--- config.mk ---
export PLATFORM = sky130hd
export DESIGN_NAME = aspc_serial_port
export DESIGN_NICKNAME = d
export VERILOG_FILES = /design/src/aspc_pkg.sv /design/src/aspc_flag_if.sv /design/src/aspc_flag.sv /design/src/aspc_bit_timer.sv /design/src/aspc_serial_port.sv
export SDC_FILE = /design/constraint.sdc
export NUM_CORES = 1
export LEC_CHECK = 0
export BUFFER_PORTS_ARGS = -buffer_cell sky130_fd_sc_hd__buf_2
export CORE_ASPECT_RATIO = 2
export CORE_MARGIN = 2
export CORE_UTILIZATION = 37
export DETAILED_ROUTE_END_ITERATION = 8
export GPL_ROUTABILITY_DRIVEN = 0
export MAX_ROUTING_LAYER = met4
export PLACE_DENSITY = 0.63
export SLEW_MARGIN = 20
export SYNTH_ARGS = -nofsm -noshare
export SYNTH_HDL_FRONTEND = slang
export SYNTH_HIERARCHICAL = 1
export SYNTH_SLANG_ARGS = --single-unit
export TNS_END_PERCENT = 10
--- constraint.sdc ---
create_clock -name pclk -period 3.4 [get_ports pclk]
set_clock_uncertainty 0.1 [all_clocks]
set_input_delay 0.68 -clock pclk [delete_from_list [all_inputs] [get_ports pclk]]
set_output_delay 0.68 -clock pclk [all_outputs]
set_load 0.01 [all_outputs]
--- src/aspc_pkg.sv ---
// constants, field layout and state types of the asynchronous serial port
//
// Notes on behaviour
// - frames are accepted only while the receive enable bit is one.
// - in 9-bit mode the ninth transmit bit goes out; ignored in 8-bit mode.
// - ninth receive bit gets stop bit in 8-bit mode, ninth data bit in 9-bit.
// - transmit-done sets after eighth bit, or at stop bit start in 9-bit mode.
// - receive-done sets when an accepted byte's stop bit is sampled.
// - with its mask bit set, either done flag raises the interrupt request.
// - hardware never clears the done flags; software clears each by writing.
// - writing the data address while idle loads the shift register and starts sending.
// - reading the data address returns the receive latch, same address.
// - mode select zero means 8-bit frames, one means 9-bit frames.
// - 8-bit mode with multiprocessor enable needs stop bit one to accept.
// - load only with receive-done clear; 9-bit multiprocessor needs ninth bit one.
// - a 9-bit frame is start, eight data LSB first, ninth, stop.
`default_nettype none
package aspc_pkg;
  // register indexes; byte address is four times the index
  localparam logic [9:0] CTRL_IDX = 10'h098;
  localparam logic [9:0] DATA_IDX = 10'h099;
  localparam logic [9:0] MASK_IDX = 10'h09a;
  localparam logic [11:0] CTRL_ADDR = {CTRL_IDX, 2'b00};
  localparam logic [11:0] DATA_ADDR = {DATA_IDX, 2'b00};
  localparam logic [11:0] MASK_ADDR = {MASK_IDX, 2'b00};
  // control register fields
  localparam int MODE_BIT = 7;
  localparam int ONE_BIT = 6;
  localparam int MCE_BIT = 5;
  localparam int REN_BIT = 4;
  localparam int TB8_BIT = 3;
  localparam int RB8_BIT = 2;
  localparam int TXF_BIT = 1;
  localparam int RXF_BIT = 0;
  localparam logic [7:0] DATA_RESET = 8'h00;
  localparam logic [31:0] ZERO_WORD = 32'h0000_0000;
  // bit timing: the rate tick comes at sixteen per bit
  localparam logic [3:0] TICKS_LAST = 4'hf;
  localparam logic [3:0] TICKS_HALF = 4'h8;
  localparam logic [3:0] TICKS_ZERO = 4'h0;
  localparam logic [2:0] LAST_DATA = 3'h7;
  localparam logic [2:0] BIT_ZERO = 3'h0;
  localparam logic [2:0] BIT_ONE = 3'h1;
  // frame states, gray coded along the 9-bit frame
  typedef enum logic [2:0] {
    ASPC_IDLE = 3'b000,
    ASPC_START = 3'b001,
    ASPC_DATA = 3'b011,
    ASPC_NINTH = 3'b010,
    ASPC_STOP = 3'b110
  } aspc_state_t;
endpackage
`default_nettype wire

--- src/aspc_flag_if.sv ---
// set, clear and value of one sticky status flag
`default_nettype none
interface aspc_flag_if;
  logic set;
  logic clr;
  logic q;
  modport owner (input set, input clr, output q);
  modport user (output set, output clr, input q);
endinterface
`default_nettype wire

--- src/aspc_flag.sv ---
// one sticky flag, set by hardware, cleared by software
`default_nettype none
module aspc_flag (
  input wire logic pclk,
  input wire logic presetn,
  aspc_flag_if.owner f
);
  logic q_reg;
  logic q_next;

  // set beats a clear in the same cycle; only software clears
  always_comb begin
    q_next = f.set | (q_reg & ~f.clr);
  end

  // flag register
  always_ff @(posedge pclk or negedge presetn) begin
    if (!presetn) begin
      q_reg <= 1'b0;
    end else begin
      q_reg <= q_next;
    end
  end

  assign f.q = q_reg;
endmodule
`default_nettype wire

--- src/aspc_bit_timer.sv ---
// per-bit strobe made from the sixteen-per-bit rate tick
`default_nettype none
module aspc_bit_timer #(
  parameter logic [3:0] PRELOAD = 4'h0
) (
  input wire logic pclk,
  input wire logic presetn,
  input wire logic rate_tick,
  input wire logic restart,
  output logic bit_strobe
);
  logic [3:0] cnt_reg;
  logic [3:0] cnt_next;

  // count ticks; preload sets where in the bit the strobe falls
  always_comb begin
    cnt_next = cnt_reg;
    if (restart) begin
      cnt_next = PRELOAD;
    end else if (rate_tick) begin
      cnt_next = cnt_reg + 4'h1;
    end
  end

  // tick counter
  always_ff @(posedge pclk or negedge presetn) begin
    if (!presetn) begin
      cnt_reg <= aspc_pkg::TICKS_ZERO;
    end else begin
      cnt_reg <= cnt_next;
    end
  end

  assign bit_strobe = rate_tick & ~restart & (cnt_reg == aspc_pkg::TICKS_LAST);
endmodule
`default_nettype wire

--- src/aspc_serial_port.sv ---
// serial port top: apb registers, transmitter, receiver, interrupt
`default_nettype none
module aspc_serial_port (
  input wire logic pclk,
  input wire logic presetn,
  input wire logic psel,
  input wire logic penable,
  input wire logic pwrite,
  input wire logic [11:0] paddr,
  input wire logic [31:0] pwdata,
  input wire logic [3:0] pstrb,
  output logic [31:0] prdata,
  output logic pready,
  output logic pslverr,
  input wire logic rate_tick,
  input wire logic serial_rx,
  output logic serial_tx,
  output logic irq
);
  ////////////////////////////////////////////////////////////////////////
  // register state
  logic frame_mode_select_reg;
  logic frame_mode_select_next;
  logic multiproc_enable_reg;
  logic multiproc_enable_next;
  logic rx_enable_bit_reg;
  logic rx_enable_bit_next;
  logic tx_ninth_bit_reg;
  logic tx_ninth_bit_next;
  logic rx_ninth_bit_reg;
  logic rx_ninth_bit_next;
  logic [7:0] rx_latch_reg;
  logic [7:0] rx_latch_next;
  logic [1:0] mask_reg;
  logic [1:0] mask_next;
  logic irq_reg;
  logic irq_next;
  logic pready_reg;
  logic pready_next;
  logic pslverr_reg;
  logic pslverr_next;
  logic [31:0] prdata_reg;
  logic [31:0] prdata_next;
  logic [7:0] ctrl_view;
  logic bus_done;
  logic wr_ctrl;
  logic wr_data;
  logic wr_mask;
  logic lane0;
  logic mapped;
  logic tx_load;
  logic rx_accept;

  aspc_flag_if txf ();
  aspc_flag_if rxf ();

  ////////////////////////////////////////////////////////////////////////
  // sticky done flags
  aspc_flag u_tx_flag (
    .pclk(pclk),
    .presetn(presetn),
    .f(txf)
  );

  aspc_flag u_rx_flag (
    .pclk(pclk),
    .presetn(presetn),
    .f(rxf)
  );

  ////////////////////////////////////////////////////////////////////////
  // apb decode: one wait state, writes land on the pready edge
  assign bus_done = psel & penable & pready_reg;
  assign lane0 = pstrb[0];
  assign mapped = (paddr == aspc_pkg::CTRL_ADDR) | (paddr == aspc_pkg::DATA_ADDR) |
                  (paddr == aspc_pkg::MASK_ADDR);
  assign wr_ctrl = bus_done & pwrite & lane0 & (paddr == aspc_pkg::CTRL_ADDR);
  assign wr_data = bus_done & pwrite & lane0 & (paddr == aspc_pkg::DATA_ADDR);
  assign wr_mask = bus_done & pwrite & lane0 & (paddr == aspc_pkg::MASK_ADDR);

  // control register as software sees it; spare bit reads one
  always_comb begin
    ctrl_view = 8'h00;
    ctrl_view[aspc_pkg::MODE_BIT] = frame_mode_select_reg;
    ctrl_view[aspc_pkg::ONE_BIT] = 1'b1;
    ctrl_view[aspc_pkg::MCE_BIT] = multiproc_enable_reg;
    ctrl_view[aspc_pkg::REN_BIT] = rx_enable_bit_reg;
    ctrl_view[aspc_pkg::TB8_BIT] = tx_ninth_bit_reg;
    ctrl_view[aspc_pkg::RB8_BIT] = rx_ninth_bit_reg;
    ctrl_view[aspc_pkg::TXF_BIT] = txf.q;
    ctrl_view[aspc_pkg::RXF_BIT] = rxf.q;
  end

  // bus answer: pready one cycle into the access phase
  always_comb begin
    pready_next = psel & penable & ~pready_reg;
    pslverr_next = pslverr_reg;
    prdata_next = prdata_reg;
    if (psel & penable & ~pready_reg) begin
      pslverr_next = ~mapped;
      prdata_next = aspc_pkg::ZERO_WORD;
      if (!pwrite) begin
        if (paddr == aspc_pkg::CTRL_ADDR) begin
          prdata_next = {24'h00_0000, ctrl_view};
        end else if (paddr == aspc_pkg::DATA_ADDR) begin
          prdata_next = {24'h00_0000, rx_latch_reg};
        end else if (paddr == aspc_pkg::MASK_ADDR) begin
          prdata_next = {30'h0000_0000, mask_reg};
        end
      end
    end else if (pready_reg) begin
      pslverr_next = 1'b0;
    end
  end

  // bus answer registers
  always_ff @(posedge pclk or negedge presetn) begin
    if (!presetn) begin
      pready_reg <= 1'b0;
      pslverr_reg <= 1'b0;
      prdata_reg <= aspc_pkg::ZERO_WORD;
    end else begin
      pready_reg <= pready_next;
      pslverr_reg <= pslverr_next;
      prdata_reg <= prdata_next;
    end
  end

  ////////////////////////////////////////////////////////////////////////
  // transmitter
  aspc_pkg::aspc_state_t tx_state_reg;
  aspc_pkg::aspc_state_t tx_state_next;
  logic [7:0] tx_shift_reg;
  logic [7:0] tx_shift_next;
  logic [2:0] tx_count_reg;
  logic [2:0] tx_count_next;
  logic tx_line_reg;
  logic tx_line_next;
  logic tx_strobe;

  aspc_bit_timer #(
    .PRELOAD(aspc_pkg::TICKS_ZERO)
  ) u_tx_timer (
    .pclk(pclk),
    .presetn(presetn),
    .rate_tick(rate_tick),
    .restart(tx_load),
    .bit_strobe(tx_strobe)
  );

  // a write while a frame is going out is dropped, so no frame is cut short
  assign tx_load = wr_data & (tx_state_reg == aspc_pkg::ASPC_IDLE);

  // frame sequencer; done is flagged as the stop bit begins
  always_comb begin
    tx_state_next = tx_state_reg;
    tx_shift_next = tx_shift_reg;
    tx_count_next = tx_count_reg;
    tx_line_next = tx_line_reg;
    txf.set = 1'b0;
    case (tx_state_reg)
      aspc_pkg::ASPC_IDLE: begin
        tx_line_next = 1'b1;
        if (tx_load) begin
          tx_shift_next = pwdata[7:0];
          tx_count_next = aspc_pkg::BIT_ZERO;
          tx_line_next = 1'b0;
          tx_state_next = aspc_pkg::ASPC_START;
        end
      end
      aspc_pkg::ASPC_START: begin
        if (tx_strobe) begin
          tx_line_next = tx_shift_reg[0];
          tx_state_next = aspc_pkg::ASPC_DATA;
        end
      end
      aspc_pkg::ASPC_DATA: begin
        if (tx_strobe) begin
          tx_shift_next = {1'b0, tx_shift_reg[7:1]};
          tx_count_next = tx_count_reg + aspc_pkg::BIT_ONE;
          if (tx_count_reg != aspc_pkg::LAST_DATA) begin
            tx_line_next = tx_shift_reg[1];
          end else if (frame_mode_select_reg) begin
            tx_line_next = tx_ninth_bit_reg;
            tx_state_next = aspc_pkg::ASPC_NINTH;
          end else begin
            tx_line_next = 1'b1;
            txf.set = 1'b1;
            tx_state_next = aspc_pkg::ASPC_STOP;
          end
        end
      end
      aspc_pkg::ASPC_NINTH: begin
        if (tx_strobe) begin
          tx_line_next = 1'b1;
          txf.set = 1'b1;
          tx_state_next = aspc_pkg::ASPC_STOP;
        end
      end
      aspc_pkg::ASPC_STOP: begin
        if (tx_strobe) begin
          tx_state_next = aspc_pkg::ASPC_IDLE;
        end
      end
      default: begin
        tx_line_next = 1'b1;
        tx_state_next = aspc_pkg::ASPC_IDLE;
      end
    endcase
  end

  // transmitter registers
  always_ff @(posedge pclk or negedge presetn) begin
    if (!presetn) begin
      tx_state_reg <= aspc_pkg::ASPC_IDLE;
      tx_shift_reg <= aspc_pkg::DATA_RESET;
      tx_count_reg <= aspc_pkg::BIT_ZERO;
      tx_line_reg <= 1'b1;
    end else begin
      tx_state_reg <= tx_state_next;
      tx_shift_reg <= tx_shift_next;
      tx_count_reg <= tx_count_next;
      tx_line_reg <= tx_line_next;
    end
  end

  ////////////////////////////////////////////////////////////////////////
  // receiver
  aspc_pkg::aspc_state_t rx_state_reg;
  aspc_pkg::aspc_state_t rx_state_next;
  logic [7:0] rx_shift_reg;
  logic [7:0] rx_shift_next;
  logic [2:0] rx_count_reg;
  logic [2:0] rx_count_next;
  logic rx_bit9_reg;
  logic rx_bit9_next;
  logic rx_prev_reg;
  logic rx_prev_next;
  logic rx_strobe;
  logic rx_begin;
  logic rx_check;

  // preload half a bit so samples fall mid-bit
  aspc_bit_timer #(
    .PRELOAD(aspc_pkg::TICKS_HALF)
  ) u_rx_timer (
    .pclk(pclk),
    .presetn(presetn),
    .rate_tick(rate_tick),
    .restart(rx_begin),
    .bit_strobe(rx_strobe)
  );

  // start is a falling edge, so a line left low by a bad stop bit starts no phantom frame
  assign rx_begin = (rx_state_reg == aspc_pkg::ASPC_IDLE) & rx_enable_bit_reg &
                    rx_prev_reg & ~serial_rx;

  // accept test at stop sampling: flag clear, then the mode's address check
  always_comb begin
    rx_check = ~rxf.q;
    if (multiproc_enable_reg) begin
      if (frame_mode_select_reg) begin
        rx_check = ~rxf.q & rx_bit9_reg;
      end else begin
        rx_check = ~rxf.q & serial_rx;
      end
    end
  end

  // frame sequencer; a false start or dropped enable returns to idle
  always_comb begin
    rx_state_next = rx_state_reg;
    rx_shift_next = rx_shift_reg;
    rx_count_next = rx_count_reg;
    rx_bit9_next = rx_bit9_reg;
    rx_prev_next = serial_rx;
    rx_accept = 1'b0;
    case (rx_state_reg)
      aspc_pkg::ASPC_IDLE: begin
        if (rx_begin) begin
          rx_count_next = aspc_pkg::BIT_ZERO;
          rx_state_next = aspc_pkg::ASPC_START;
        end
      end
      aspc_pkg::ASPC_START: begin
        if (rx_strobe) begin
          rx_state_next = serial_rx ? aspc_pkg::ASPC_IDLE : aspc_pkg::ASPC_DATA;
        end
      end
      aspc_pkg::ASPC_DATA: begin
        if (rx_strobe) begin
          rx_shift_next = {serial_rx, rx_shift_reg[7:1]};
          rx_count_next = rx_count_reg + aspc_pkg::BIT_ONE;
          if (rx_count_reg == aspc_pkg::LAST_DATA) begin
            rx_state_next = frame_mode_select_reg ? aspc_pkg::ASPC_NINTH :
                            aspc_pkg::ASPC_STOP;
          end
        end
      end
      aspc_pkg::ASPC_NINTH: begin
        if (rx_strobe) begin
          rx_bit9_next = serial_rx;
          rx_state_next = aspc_pkg::ASPC_STOP;
        end
      end
      aspc_pkg::ASPC_STOP: begin
        if (rx_strobe) begin
          rx_accept = rx_check;
          rx_state_next = aspc_pkg::ASPC_IDLE;
        end
      end
      default: begin
        rx_state_next = aspc_pkg::ASPC_IDLE;
      end
    endcase
    if (!rx_enable_bit_reg) begin
      rx_state_next = aspc_pkg::ASPC_IDLE;
      rx_accept = 1'b0;
    end
  end

  // receiver registers
  always_ff @(posedge pclk or negedge presetn) begin
    if (!presetn) begin
      rx_state_reg <= aspc_pkg::ASPC_IDLE;
      rx_shift_reg <= aspc_pkg::DATA_RESET;
      rx_count_reg <= aspc_pkg::BIT_ZERO;
      rx_bit9_reg <= 1'b0;
      rx_prev_reg <= 1'b1;
    end else begin
      rx_state_reg <= rx_state_next;
      rx_shift_reg <= rx_shift_next;
      rx_count_reg <= rx_count_next;
      rx_bit9_reg <= rx_bit9_next;
      rx_prev_reg <= rx_prev_next;
    end
  end

  assign rxf.set = rx_accept;

  ////////////////////////////////////////////////////////////////////////
  // software registers; flag bits clear by writing one
  always_comb begin
    frame_mode_select_next = frame_mode_select_reg;
    multiproc_enable_next = multiproc_enable_reg;
    rx_enable_bit_next = rx_enable_bit_reg;
    tx_ninth_bit_next = tx_ninth_bit_reg;
    rx_ninth_bit_next = rx_ninth_bit_reg;
    rx_latch_next = rx_latch_reg;
    mask_next = mask_reg;
    txf.clr = wr_ctrl & pwdata[aspc_pkg::TXF_BIT];
    rxf.clr = wr_ctrl & pwdata[aspc_pkg::RXF_BIT];
    if (wr_ctrl) begin
      frame_mode_select_next = pwdata[aspc_pkg::MODE_BIT];
      multiproc_enable_next = pwdata[aspc_pkg::MCE_BIT];
      rx_enable_bit_next = pwdata[aspc_pkg::REN_BIT];
      tx_ninth_bit_next = pwdata[aspc_pkg::TB8_BIT];
      rx_ninth_bit_next = pwdata[aspc_pkg::RB8_BIT];
    end
    if (wr_mask) begin
      mask_next = pwdata[1:0];
    end
    // hardware load wins over a software write of the ninth bit
    if (rx_accept) begin
      rx_latch_next = rx_shift_reg;
      rx_ninth_bit_next = frame_mode_select_reg ? rx_bit9_reg : serial_rx;
    end
    // level request while any enabled flag stands
    irq_next = |(mask_reg & {txf.q, rxf.q});
  end

  // software register file
  always_ff @(posedge pclk or negedge presetn) begin
    if (!presetn) begin
      frame_mode_select_reg <= 1'b0;
      multiproc_enable_reg <= 1'b0;
      rx_enable_bit_reg <= 1'b0;
      tx_ninth_bit_reg <= 1'b0;
      rx_ninth_bit_reg <= 1'b0;
      rx_latch_reg <= aspc_pkg::DATA_RESET;
      mask_reg <= 2'b00;
      irq_reg <= 1'b0;
    end else begin
      frame_mode_select_reg <= frame_mode_select_next;
      multiproc_enable_reg <= multiproc_enable_next;
      rx_enable_bit_reg <= rx_enable_bit_next;
      tx_ninth_bit_reg <= tx_ninth_bit_next;
      rx_ninth_bit_reg <= rx_ninth_bit_next;
      rx_latch_reg <= rx_latch_next;
      mask_reg <= mask_next;
      irq_reg <= irq_next;
    end
  end

  ////////////////////////////////////////////////////////////////////////
  // outputs, all from flip-flops
  assign prdata = prdata_reg;
  assign pready = pready_reg;
  assign pslverr = pslverr_reg;
  assign serial_tx = tx_line_reg;
  assign irq = irq_reg;
endmodule
`default_nettype wire

==> metrics.md, run 1 <==
| Metric | Value |
|---|---|
| Final net count | 419 |
| Final setup violation count | 0 |
| Post-synth cell types | 59 |
| Worst skew pair latency | 0.32 ns |
| Post-Route WL | 7100 um |
| Simple-Gate Fraction of Synth Area | 0.152 |
| Avg Inst Size Synth | 10.9 um2 |
| Row Count | 49 |
| CP Capture Type | flop |
| ANT nets after route | 0 |
| Port-buffer cells | 39 |
| GRT overflow | 0 |
| Post-CTS Hold Buffers | 0 |
| Total track usage | 0.151 |
| Non-filler instance count after layout | 465 |
| Data arrival, critical path | 2.89 ns |
| Fraction of layout cells with a size suffix above 1 | 0.284 |
| Yosys reg bits | 67 |
| Worst-Margin Slew | 0.816 ns |
| Area Growth Syn to Fin | 14.3% |
| Ant. Diodes | 0 |
| CTS Buf Count | 9 |
| Pin count of the biggest net entering global routing | 38 |
| Startpoint of the worst setup timing path | paddr[2] |
| Reg2reg start | tx_state_reg[2] |
| Yosys warnings | 6 |
| Mux share of post-synthesis cell area | 0.114 |
| Min-Delay Path Class | input port to async pin |
| Vias/cell | 5.21 |
| Postcts setup bufs | 0 |
| Number of synthesized flops with an enable pin | 0 |
| Ys flop type | dfrtp_1 |
| Total power | 0.00205 W |
| Clk sinks | 67 |
| Die Width | 72.2 um |
| Max Slew Vio Count | 0 |
| Fin worst setup slack | 0.628 ns |
| Total die area | 0.0101 mm2 |
| Synthesized instance count | 315 |
| Vias in the first global route | 2,337 |
| Setup TNS | 0 ns |
| CTS tree | built |
| Final Hold Vio Count | 0 |
| WP data required | 3.52 ns |
| Top-count cell post-synth | dfrtp_1 |
| Max transition margin | 0.456 |
| Initial antenna violation count | 0 |
| Average wire per cell in the routed design | 15.3 um |
| Seq/Total Area, Yosys | 0.487 |
| Largest area contributor in the netlist | dfrtp_1 |
| RSZ-0062 raised after global routing | no |
| VDD IR max | 0.240 mV |
| Core Box Area | 0.00901 mm2 |
| CTS H-tree depth | 3 |
| WS Path Type | input port to flop |
| Synth top area cells | dfrtp_1 (47%), mux2_2 (7.5%), buf_4 (5.4%) |
| Mapped Area | 0.00344 mm2 |
| Remaining DRCs | 0 |
| Filler cells | 878 |
| Asr flop ratio synth | 1.00 |
| CP startpoint kind | input port |
| Synth top area share | 0.472 |
| Commonest cells in the netlist | dfrtp_1 (65), buf_4 (25), mux2_2 (23) |
| Via count | 2,422 |
| I/O pin total | 91 |
| DRT Pass-1 Iters | 4 |
| PD cells | 520 mW/mm2 |
| Synth Area in XOR/XNOR | 0.00509 |
| CP max FO | 7 |
| Fin Hold WS | 0.351 ns |
| Post-Place Worst Slack | 0.303 ns |
| Max Cap Viol | 0 |
| CTS Buffer Depth | 2 |
| Synth Area in Compound Gates | 0.128 |
| Static leakage | 1.89 nW |
| Global-route wire length before repair | 11,300 um |
| Die height | 140 um |
| Initial core utilization | 0.382 |
| Min Clock Period, post-route | 2.77 ns |
| Post-DP HPWL | 5300 um |
| Outcome | finished, final reports clean |
| CTS Root Cell | clkbuf_16 |
| FMAX | 361 MHz |
| Fin crit share | 0.815 |
| Placed insts | 449 |
| Number of DRC markers in iteration 0 | 190 |
| Largest family of logic cells by synthesized area | simple AND/OR/NAND/NOR gates |
| CTS clock-pin slew for the worst setup and hold paths | 0.06 ns |
| CTS resizes | 0 |
| Synth Area in Adders | 0.0218 |
==> worst paths after layout <==
kind,end,slack [ns],cells past startpoint
max,serial_tx,0.63,11
min,u_tx_timer/cnt_reg[1],0.35,1
max reg2reg,serial_tx,0.68,9
min reg2reg,prdata[4],0.38,2
max in group asynchronous,prdata[6],2.11,2
min in group pclk,prdata[4],0.38,2
==> power breakdown <==
part / total, W / switching, W / leakage [nW] / internal (W)
logic: 0.000262 / 0.000135 / 0.859 / 0.000127
registers: 0.000948 / 0.0000754 / 0.902 / 0.000872
clock network: 0.000835 / 0.000345 / 0.131 / 0.000490
==> layout by cell type (no fill, tap or decap), types with 7 or more instances in the layout <==
master,n
nor2b_1,7
nand2_1,21
dfrtp_1,65
buf_4,9
mux2_2,23
o221a_1,7
o21ai_0,17
mux2i_1,12
inv_1,14
conb_1,24
clkbuf_16,9
nor2_1,15
buf_2,39
or3_1,8
==> kinds of logic after synthesis <==
group,count (synthesis)
AO/OA/AOI/OAI,59
XOR/XNOR,2
adder cells (fa/ha/maj),6
buffers and inverters,54
flip-flops,67
multiplexers,36
other,1
AND/OR/NAND/NOR,90
==> worst max-delay path, stage by stage <==
cell and delay (ns):
buf_2 0.10, inv_2 0.08, or4_4 0.56, or3_1 0.38, inv_1 0.10, nor2b_1 0.06, and4_1 0.28, nand2b_1 0.13
a21o_1 0.12, a21oi_1 0.05, a222oi_1 0.35
==> layout make-up <==
cell class	count	area (um2)	area share
clock buffer	9	225	0.0572
inverter	15	56.3	0.0143
clock inverter	7	43.8	0.0111
multi-input combinational	217	1540	0.392
timing repair buffer	48	263	0.0668
sequential	67	1680	0.427
tap	102	128	0.0324
==> routing by layer <==
layer / GRT usage / vias up / share of wire
met4: 0.0705 / 0 / 0.018
met3: 0.0331 / 7 / 0.044
met5: - / - / 0
met2: 0.268 / 64 / 0.56
met1: 0.153 / 1183 / 0.38
li1: - / 1168 / -
==> per-stage QoR <==
step | cell area (um2) | utilization
finish | 3940 | 0.437
floorplan | 3530 | -
global route | 3940 | 0.437
global placement | 3670 | 0.407
detailed placement | 3670 | 0.407
CTS | 3940 | 0.437
Note: power is estimated with default switching activity, not from simulation.
==> inputs of run 2 (changes only) <==
clock period = 2.9 ns   (was 3.4 ns; I/O delays follow)
==> run 2 against run 1 <==
Utilization up 2.2 points. Highest routed layer unchanged. Register-to-register slack worse by 0.32 ns. Critical path depth down 1. Die area unchanged. Global-route usage up 1.1 points. Power up 29%. Final cell count up 2.8%.
==> metrics.md, run 2 (same netlist as run 1, synthesis figures left out) <==
| Metric | Value |
|---|---|
| Bufs and invs on worst path | 2 (-1) |
| CP peak stage delay | 0.44 ns (-0.12 ns) |
| Core Util, Final | 0.459 (+0.0221) |
| Average wire per cell in the routed design | 15.3 um (+0.56%) |
| CTS tree | built |
| Number of DRC markers in iteration 0 | 123 (-35%) |
| Pin count of the biggest net entering global routing | 68 (+79%) |
| Die height | 140 um (unchanged) |
| Fin crit share | 0.899 |
| CP top delay family | simple AND/OR/NAND/NOR gates |
| CP Capture Type | flop |
| FMAX | 384 MHz |
| RSZ-0062 raised after global routing | no |
| Post-DP HPWL | 5420 um (+2.4%) |
| Vias/cell | 5.32 (+2.2%) |
| Row Count | 49 (unchanged) |
| Post-CTS Hold Buffers | 0 (unchanged) |
| I/O pin total | 91 (unchanged) |
| WS Path Type | input port to flop |
| Max Slew Vio Count | 0 (unchanged) |
| Initial antenna violation count | 0 (unchanged) |
| Total track usage | 0.163 (+0.0114) |
| Startpoint of the worst setup timing path | paddr[1] |
| Outcome | finished, final reports clean |
| CP max FO | 8 (+1) |
| Total power | 0.00265 W (+29%) |
| Postcts setup bufs | 0 (unchanged) |
| GR Util met3 | 0.0345 (+0.00144) |
| Reg-to-reg slack, setup | 0.36 ns (-0.32 ns) |
| Area Growth Syn to Fin | 20.1% |
| Vias in the first global route | 2,542 (+8.8%) |
| Max Cap Viol | 0 (unchanged) |
| CTS clock-pin slew for the worst setup and hold paths | 0.06 ns (about the same) |
| CP startpoint kind | input port |
| Busiest layer in global routing | met2 |
| ANT nets after route | 0 (unchanged) |
| Data arrival, critical path | 2.72 ns (-0.17 ns) |
| Filler cells | 845 (-3.8%) |
| Crit path depth | 10 (-1) |
| Remaining DRCs | 0 (unchanged) |
| Core Box Area | 0.00901 mm2 (unchanged) |
| DRT Pass-1 Iters | 4 (unchanged) |
| VDD IR max | 0.311 mV (+30%) |
| Final Hold Vio Count | 0 (unchanged) |
| FF-to-FF End | tx_shift_reg[6] |
| Clk sinks | 67 (unchanged) |
| Most frequent cells in the layout | dfrtp_1 (65), buf_2 (39), conb_1 (24) |
| Ant. Diodes | 0 (unchanged) |
| WP data required | 3.01 ns (-0.51 ns) |
| Global-route wire length before repair | 12,200 um (+8.2%) |
| Non-filler instance count after layout | 478 (+2.8%) |
| Reg2reg start | tx_state_reg[2] |
| Final setup violation count | 0 (unchanged) |
| Die Width | 72.2 um (unchanged) |
| Min Clock Period, post-route | 2.61 ns |
| Met1 usage | 0.173 (+0.0196) |
| Static leakage | 2.00 nW (+5.9%) |
| Placed insts | 462 (+2.9%) |
| GRT overflow | 0 (unchanged) |
| Reg2reg path depth | 8 (-1) |
| Worst skew pair latency | 0.33 ns (about the same) |
| CTS Buffer Depth | 2 (unchanged) |
| Total die area | 0.0101 mm2 (unchanged) |
| PD cells | 640 mW/mm2 (+23%) |
| Post-Route WL | 7330 um (+3.4%) |
| CTS Root Cell | clkbuf_16 |
| CP Cell Sequence | buf_2, nor4_1, nand4b_1, or3_1, inv_1, nor2b_1, and4_1, nand3_1, o31ai_4, o221a_1 |
| CTS H-tree depth | 3 (unchanged) |
| CTS Buf Count | 9 (unchanged) |
| Port-buffer cells | 39 (unchanged) |
| Initial core utilization | 0.382 (unchanged) |
| Met2 GRT Util | 0.273 (+0.00483) |
| Worst setup path endpoint | tx_shift_reg[6] |
| Leading cell type in the layout, fill and taps excluded | dfrtp_1 |
| Fraction of layout cells with a size suffix above 1 | 0.309 (+0.0248) |
| Highest-delay cell along the critical path | or3_1 |
| Via count | 2,544 (+5.0%) |
| CTS resizes | 0 (unchanged) |
| Min-Delay Path Class | input port to async pin |
| Final net count | 432 (+3.1%) |
==> run 2: changes by cell type in the layout (fill, tap and decap cells not counted), moves of 2 or more <==
cell	previous run	this run
buf_12	0	2
buf_4	9	20
bufinv_16	0	2
clkbuf_8	0	3
clkinv_2	4	0
clkinvlp_4	2	0
==> run 2: final cells by class <==
cell class / count / area [um2] / area share
Clock buffer: 13 / 270 / 0.0654
Clock inverter: 3 / 68.8 / 0.0166
Inverter: 15 / 56.3 / 0.0136
Multi-Input combinational cell: 217 / 1550 / 0.374
Sequential cell: 67 / 1680 / 0.406
Tap cell: 102 / 128 / 0.0309
Timing Repair Buffer: 61 / 385 / 0.0932
==> run 2: worst min path at each step <==
stage                    from               endpoint  cells after the start
detailed placement  prdata[6]              prdata[6]                      2
floorplan             presetn  frame_mode_select_reg                      0
CTS                   presetn  u_tx_timer/cnt_reg[0]                      2
global route          presetn        tx_shift_reg[7]                      2
finish                presetn        tx_shift_reg[7]                      2
global placement    prdata[1]              prdata[1]                      2
==> run 2: power by group <==
part	internal, W	switching, W	total [W]
combinational	0.000168	0.000172	0.000340
sequential	0.00102	0.0000765	0.00110
clock	0.000824	0.000381	0.00121
==> run 2: through the flow <==
step	hold slack [ns]	setup TNS [ns]	cell area [um2]	setup slack [ns]
after floorplan	0.184	-0.650	3540	-0.0928
final	0.147	0	4140	0.293
after detailed placement	0.365	-0.0554	3800	-0.0352
after CTS	0.173	0	4140	0.297
after global placement	0.363	-0.00179	3800	-0.00179
after global routing	0.174	0	4140	0.112
==> run 2: metal layers <==
| layer | wire length (um) | part of all wire |
|---|---|---|
| met5 | 0 | 0 |
| met4 | 232 | 0.032 |
| met3 | 329 | 0.045 |
| met2 | 4000 | 0.55 |
| met1 | 2770 | 0.38 |
